### src/gpo_pkg.sv
// package: register map, field layout and pin-mux types for the eight-bit port
package gpo_pkg;

    // ==========================================================
    // register offsets (byte addresses on the apb bus)
    localparam logic [11:0] OFF_PIN_DATA  = 12'h000;
    localparam logic [11:0] OFF_LATCH     = 12'h004;
    localparam logic [11:0] OFF_DIRECTION = 12'h008;
    localparam logic [11:0] OFF_PAR_CTRL  = 12'h00C;
    localparam logic [11:0] OFF_PWM_CTRL  = 12'h010;
    localparam logic [11:0] OFF_PWM_SHUT  = 12'h014;

    // ==========================================================
    // field layout and reset values
    localparam int          PORT_W          = 8;
    localparam int          BIT_PAR_MODE    = 4;
    localparam int          BIT_PWM_CFG_HI  = 7;
    localparam int          BIT_PWM_CFG_LO  = 6;
    localparam int          BIT_SHUT_TRI    = 0;
    localparam int          PWM_PIN_FIRST   = 5;
    localparam logic [7:0]  PAR_CTRL_WMASK  = 8'h37;
    localparam logic [7:0]  DIR_RESET       = 8'hFF;
    localparam logic [7:0]  PAR_CTRL_RESET  = 8'h07;
    localparam logic [7:0]  ZERO8           = 8'h00;
    localparam logic [31:0] ZERO32          = 32'h0000_0000;

    // pwm output configuration (hi,lo): single, full fwd, half, full rev
    localparam logic [1:0]  PWM_SINGLE      = 2'h0;

    // ==========================================================
    // carrier types
    typedef struct packed {
        logic [7:0] dout;
        logic [7:0] oe;
    } gpo_pins_s;

    typedef struct packed {
        logic [2:0] chan;        // channel outputs d,c,b
        logic       shut_active; // shutdown event in progress
        logic       run;         // pwm mode is active
    } gpo_pwm_s;

    typedef struct packed {
        logic       read_drive;  // external processor is reading the port
        logic       write_take;  // external processor is writing the port
    } gpo_par_s;

endpackage

### src/gpo_port.sv
// file: eight-bit general purpose port with apb registers and pin overrides
// ==========================================================
// Summary of operation
// - eight pins, each with its own direction bit.
// - direction bit 1 turns the pin driver off; pin is an input.
// - direction bit 0 drives the pin from its output latch bit.
// - latch register is addressable; reads return latch, writes update it.
// - after reset every pin is an input with drivers off.
// - control bit 4 turns the whole port into a parallel processor port.
// - parallel mode drives the latch onto pins during an external read.
// - parallel mode takes all eight pin levels as external write data.
// - parallel mode ignores direction bits; parallel logic decides direction.
// - pins 5..7 carry pwm channels b..d, overriding port and parallel data.
// - a pwm channel reaches its pin only while its direction bit is 0.
// - pwm shutdown may tristate pwm pins when configured.
// - dual or quad pwm output disables parallel-port functions.
`timescale 1ns/1ns
`default_nettype none
module gpo_port
    import gpo_pkg::*;
(
    // clock, reset, enable
    input  wire logic        pclk,
    input  wire logic        presetn,
    input  wire logic        clk_en,
    // apb slave
    input  wire logic        psel,
    input  wire logic        penable,
    input  wire logic        pwrite,
    input  wire logic [11:0] paddr,
    input  wire logic [31:0] pwdata,
    input  wire logic [3:0]  pstrb,
    output logic [31:0]      prdata,
    output logic             pready,
    output logic             pslverr,
    // port pins
    input  wire logic [7:0]  pin_in,
    output logic [7:0]       pin_out,
    output logic [7:0]       pin_oe,
    // parallel interface: strobes from the external processor in, captured write byte and valid out
    input  wire logic        par_read_strobe,
    input  wire logic        par_write_strobe,
    output logic [7:0]       par_write_data,
    output logic             par_write_valid,
    // enhanced pwm unit
    input  wire logic [2:0]  pwm_chan,
    input  wire logic        pwm_shut_active,
    input  wire logic        pwm_run
);

    // ==========================================================
    // registers
    logic [7:0] latch;
    logic [7:0] direction;
    logic [7:0] par_ctrl;
    logic [7:0] pwm_ctrl;
    logic [7:0] pwm_shut;
    logic [7:0] pin_sample;

    // ==========================================================
    // apb decode
    function automatic logic addr_known(input logic [11:0] a);
        addr_known = (a == OFF_PIN_DATA) || (a == OFF_LATCH) ||
                     (a == OFF_DIRECTION) || (a == OFF_PAR_CTRL) ||
                     (a == OFF_PWM_CTRL) || (a == OFF_PWM_SHUT);
    endfunction

    logic setup;
    logic wr_go;
    logic lane0;
    assign setup = psel && !penable;
    assign wr_go = psel && penable && pready && pwrite && clk_en;
    assign lane0 = pstrb[0];

    // ==========================================================
    // mode derivation
    logic [1:0] pwm_cfg;
    logic       pwm_multi;
    logic       par_mode;
    assign pwm_cfg   = {pwm_ctrl[BIT_PWM_CFG_HI], pwm_ctrl[BIT_PWM_CFG_LO]};
    assign pwm_multi = pwm_run && (pwm_cfg != PWM_SINGLE);
    // parallel mode is suppressed by multi-output pwm, not by clearing the bit
    assign par_mode  = par_ctrl[BIT_PAR_MODE] && !pwm_multi;

    // ==========================================================
    // pin sampling; inputs are synchronous so one register stage suffices
    always_ff @(posedge pclk or negedge presetn) begin
        if (!presetn) begin
            pin_sample <= ZERO8;
        end else if (clk_en) begin
            pin_sample <= pin_in;
        end
    end

    // output latch, written through either data or latch address
    always_ff @(posedge pclk or negedge presetn) begin
        if (!presetn) begin
            latch <= ZERO8;
        end else if (wr_go && lane0 &&
                     (paddr == OFF_LATCH || paddr == OFF_PIN_DATA)) begin
            latch <= pwdata[7:0];
        end
    end

    // direction register; all ones after reset keeps every driver off
    always_ff @(posedge pclk or negedge presetn) begin
        if (!presetn) begin
            direction <= DIR_RESET;
        end else if (wr_go && lane0 && paddr == OFF_DIRECTION) begin
            direction <= pwdata[7:0];
        end
    end

    // control registers; status bits of the parallel control stay read-only zero
    always_ff @(posedge pclk or negedge presetn) begin
        if (!presetn) begin
            par_ctrl <= PAR_CTRL_RESET;
            pwm_ctrl <= ZERO8;
            pwm_shut <= ZERO8;
        end else if (wr_go && lane0) begin
            if (paddr == OFF_PAR_CTRL) begin
                par_ctrl <= pwdata[7:0] & PAR_CTRL_WMASK;
            end
            if (paddr == OFF_PWM_CTRL) begin
                pwm_ctrl <= pwdata[7:0];
            end
            if (paddr == OFF_PWM_SHUT) begin
                pwm_shut <= pwdata[7:0];
            end
        end
    end

    // ==========================================================
    // apb answer: no wait state, ready in the first access cycle
    logic [7:0] rd_mux;
    always_comb begin
        unique case (paddr)
            OFF_PIN_DATA:  rd_mux = pin_sample;
            OFF_LATCH:     rd_mux = latch;
            OFF_DIRECTION: rd_mux = direction;
            OFF_PAR_CTRL:  rd_mux = par_ctrl;
            OFF_PWM_CTRL:  rd_mux = pwm_ctrl;
            OFF_PWM_SHUT:  rd_mux = pwm_shut;
            default:       rd_mux = ZERO8;
        endcase
    end

    // ready is raised from setup so it stands for exactly one access cycle
    always_ff @(posedge pclk or negedge presetn) begin
        if (!presetn) begin
            pready  <= 1'b0;
            pslverr <= 1'b0;
            prdata  <= ZERO32;
        end else if (clk_en) begin
            pready  <= setup;
            pslverr <= setup && !addr_known(paddr);
            if (setup && !pwrite) begin
                prdata <= {24'h00_0000, rd_mux};
            end
        end
    end

    // ==========================================================
    // parallel write capture: the external processor's byte from the pins
    always_ff @(posedge pclk or negedge presetn) begin
        if (!presetn) begin
            par_write_data  <= ZERO8;
            par_write_valid <= 1'b0;
        end else if (clk_en) begin
            par_write_valid <= par_mode && par_write_strobe;
            if (par_mode && par_write_strobe) begin
                par_write_data <= pin_in;
            end
        end
    end

    // ==========================================================
    // pin drive resolution
    gpo_par_s  par;
    gpo_pwm_s  pwm;
    gpo_pins_s pins;
    assign par.read_drive  = par_read_strobe && !par_write_strobe;
    assign par.write_take  = par_write_strobe;
    assign pwm.chan        = pwm_chan;
    assign pwm.shut_active = pwm_shut_active;
    assign pwm.run         = pwm_run;

    gpo_pin_mux u_mux (
        .latch         (latch),
        .direction     (direction),
        .par_mode      (par_mode),
        .par           (par),
        .pwm           (pwm),
        .shut_tristate (pwm_shut[BIT_SHUT_TRI]),
        .pwm_cfg       (pwm_cfg),
        .pins          (pins)
    );

    // registered pin drivers; reset leaves every driver off
    always_ff @(posedge pclk or negedge presetn) begin
        if (!presetn) begin
            pin_out <= ZERO8;
            pin_oe  <= ZERO8;
        end else if (clk_en) begin
            pin_out <= pins.dout;
            pin_oe  <= pins.oe;
        end
    end

endmodule
`default_nettype wire

### src/gpo_pin_mux.sv
// file: per-pin output priority mux for port, parallel and pwm sources
`timescale 1ns/1ns
`default_nettype none
module gpo_pin_mux
    import gpo_pkg::*;
(
    // register state
    input  wire logic [7:0] latch,
    input  wire logic [7:0] direction,
    // mode and overrides
    input  wire logic       par_mode,
    input  wire gpo_par_s   par,
    input  wire gpo_pwm_s   pwm,
    input  wire logic       shut_tristate,
    input  wire logic [1:0] pwm_cfg,
    // resolved pin drive
    output gpo_pins_s       pins
);

    // pwm owns the upper three pins only in dual or quad output mode
    logic pwm_multi;
    assign pwm_multi = pwm.run && (pwm_cfg != PWM_SINGLE);

    // per-pin results gathered into plain vectors; each bit has one driver
    logic [7:0] dout_v;
    logic [7:0] oe_v;

    // one mux per pin; pwm beats parallel port which beats plain port data
    genvar i;
    generate
        for (i = 0; i < PORT_W; i++) begin : g_pin
            logic pwm_here;
            logic pwm_val;
            logic dout_bit;
            logic oe_bit;
            // only the upper pins own a pwm channel; lower pins never index it
            if (i >= PWM_PIN_FIRST) begin : g_pwm
                assign pwm_here = pwm_multi && !direction[i];
                assign pwm_val  = pwm.chan[i - PWM_PIN_FIRST];
            end else begin : g_plain
                assign pwm_here = 1'b0;
                assign pwm_val  = 1'b0;
            end
            always_comb begin
                dout_bit = latch[i];
                oe_bit   = ~direction[i];
                if (par_mode) begin
                    oe_bit = par.read_drive;
                end
                if (pwm_here) begin
                    dout_bit = pwm_val;
                    oe_bit   = !(pwm.shut_active && shut_tristate);
                end
            end
            assign dout_v[i] = dout_bit;
            assign oe_v[i]   = oe_bit;
        end
    endgenerate

    // hand the resolved drive out as one carrier
    assign pins.dout = dout_v;
    assign pins.oe   = oe_v;

endmodule
`default_nettype wire

### config.mk
export PLATFORM = sky130hd
export DESIGN_NAME = gpo_port
export DESIGN_NICKNAME = d
export VERILOG_FILES = /design/src/gpo_pkg.sv /design/src/gpo_port.sv /design/src/gpo_pin_mux.sv
export SDC_FILE = /design/constraint.sdc
export NUM_CORES = 1
export LEC_CHECK = 0
export BUFFER_PORTS_ARGS = -buffer_cell sky130_fd_sc_hd__buf_2
export CAP_MARGIN = 5
export CORE_MARGIN = 3
export CORE_UTILIZATION = 50
export CTS_CLUSTER_SIZE = 16
export DETAILED_ROUTE_END_ITERATION = 16
export PLACE_DENSITY = 0.91
export RECOVER_POWER = 25
export SETUP_SLACK_MARGIN = 0.15
export SLEW_MARGIN = 15
export SYNTH_ARGS = -nofsm -noshare
export SYNTH_HDL_FRONTEND = slang
export SYNTH_SLANG_ARGS = --single-unit
### constraint.sdc
create_clock -name pclk -period 2.6 [get_ports pclk]
set_input_delay 0.65 -clock pclk [delete_from_list [all_inputs] [get_ports pclk]]
set_output_delay 0.65 -clock pclk [all_outputs]
set_load 0.05 [all_outputs]
==> metrics <==
first-pass GRT wire length=14.1 mm; Layout area overhead=19.3%; Routed WL=8.65 mm; Final Hold Fails=0; Mapped Cells=307; Worst Setup Slack, final=212 ps; CTS tree=built; total grt overflow=0; antenna-violating nets left=0; Synth cell types=38; reg-to-reg startpoint=pready; initial antenna violation count=0; DIE WIDTH=93.5 um; sequential share of the synthesized area=52.6%; CP required=2840 ps; pin count of the biggest net entering global routing=43; CTS Buffer Depth=2; Core Region=7330 um2; Max Freq=419 MHz; Tcrit/Tclk final=91.9%; Hold Path Depth=2; CP arrival=2630 ps; Yosys top cell area share=45.1%; mapped cell area=3830 um2; hold_buf cts=0; HPWL after DPL=6.49 mm; pwr dens=588 nW/um2; die height=93.5 um; clock-pin slew on the worst setup and hold paths=90 ps; status=complete, but fails checks; dominant cells by area after synthesis=dfrtp_1, mux2_2, dfstp_2, buf_4, mux2_4; worst hold path class=reg -> reg; R2R cell count=4; Post-CTS Resized=0; RePlAce Congestion=0.814; clock latency on the worst-skew pair=350 ps; worst slew pin tran=1930 ps; post-synthesis sequential element count=80; crit path kind=in -> reg; warnings from Yosys=0; peak supply drop=446 uV; Layout Nets=466; most used flip-flop cell after synthesis=dfrtp_1; hold path start=prdata[6]; syn avg cell area=12.5 um2; post-placement worst setup slack=-145 ps; # DRC=0; Leak=2.31 nW; post-layout min period=2390 ps; Worst setup EP type=flop; vias in the first global route=2833; Post-synth top cells=dfrtp_1, mux2_2, buf_4; Hold EP=prdata[6]; reg-to-reg slack, setup=470 ps; clk sinks=80; Yosys top cell by area=dfrtp_1; critical path peak fanout=8; Die ar.=8750 um2; vias=2670; Antenna Cells=0; final slew viol count=37; io pins=128; Root Driver=clkbuf_8; max-cap violations=1; count leader, synth=dfrtp_1; Final Core Density=62.3%; H-tree level count=3; Post-synth EDFFs=0; share of cells above drive strength 1=48.8%; Vias/cell=5.33; number of setup violations in the final report=0; final hold slack=484 ps; Tot Pwr=2.69 mW; violated checks=capacitance limit, slew limit; clock buffer count from CTS=9; First-pass DRT Iterations=4; Tot GR Track Use=21.0%; skew final=10.8 ps; initial DRC count=157; crit path launch type=primary input; post-CTS setup buffers=0; Site Rows=31; Starting Density=52.2%; WL/cell=17.3 um; I/O Buffers=76; reg2reg end=pwm_shut[5]; slew margin rel.=-28.8%; setup TNS=0 ps; unrepaired setup endpoints after global routing=false; Post-synth ARST share=100%
[registers in the layout, indices dropped and copies added (netlist names)]
signal,cells
pready,1
par_ctrl,5
pin_out,8
par_write_data,8
par_write_valid,1
prdata,8
pin_oe,8
pwm_ctrl,8
latch,8
pslverr,1
direction,8
pin_sample,8
pwm_shut,8
[worst max-delay path: stages]
cell and delay [ps]:
buf_2 100, or3_4 380, or4_4 500, or4_4 650, mux2_4 340
[routing by layer]
layer	global-route usage (%)	wire length, um
met1	27.2	3760
met3	5.15	579
met4	7.08	135
met5	0	0
met2	34.7	4170
[stage by stage]
stage	area (um2)	std cells
3_3_place_gp	4320	485
4_1_cts	4570	501
3_5_place_dp	4320	485
6_report	4570	501
2_1_floorplan	3920	330
5_1_grt	4570	501
[cell usage in the layout, fill, tap and decap left out, drive strengths merged, types with 9 or more instances in the layout]
| master | count |
|---|---|
| mux2 | 66 |
| a21oi | 17 |
| buf | 94 |
| dfrtp | 69 |
| clkbuf | 11 |
| nor2 | 21 |
| conb | 24 |
| o21ai | 9 |
| nand2 | 16 |
| dfstp | 11 |
[cell type report]
type	instances	area, um2
clock buffer	10	138
clock inverter	6	114
fill	573	2760
inverter	7	26.3
multi-input combinational	204	1630
sequential	80	2020
tap	99	124
timing repair buffer	95	522
[logic make-up after synthesis]
family / count (synthesis) / share of synthesized area [%]
flops: 80 / 52.6
mux: 78 / 24.6
simple gates: 62 / 9.05
buf+inv: 46 / 7.15
compound gates: 40 / 6.44
other cells: 1 / 0.0979
[how the worst max path moves through the flow]
stage | startpoint | end | cells past startpoint
floorplan | paddr[5] | pwm_shut[0] | 5
global placement | paddr[5] | pwm_shut[5] | 5
detailed placement | paddr[5] | pwm_shut[5] | 5
CTS | paddr[5] | pwm_shut[5] | 5
global route | presetn | direction[4] | 2
finish | paddr[5] | pwm_shut[5] | 5
[where the power goes]
| part | total, mW | switching (mW) | leakage [nW] | internal, mW |
|---|---|---|---|---|
| combinational | 0.276 | 0.202 | 1.17 | 0.0741 |
| sequential | 1.28 | 0.0129 | 1.02 | 1.27 |
| clock | 1.13 | 0.466 | 0.119 | 0.667 |
| total | 2.69 | 0.680 | 2.31 | 2.01 |
No activity file was read; power rests on OpenSTA's default activity.
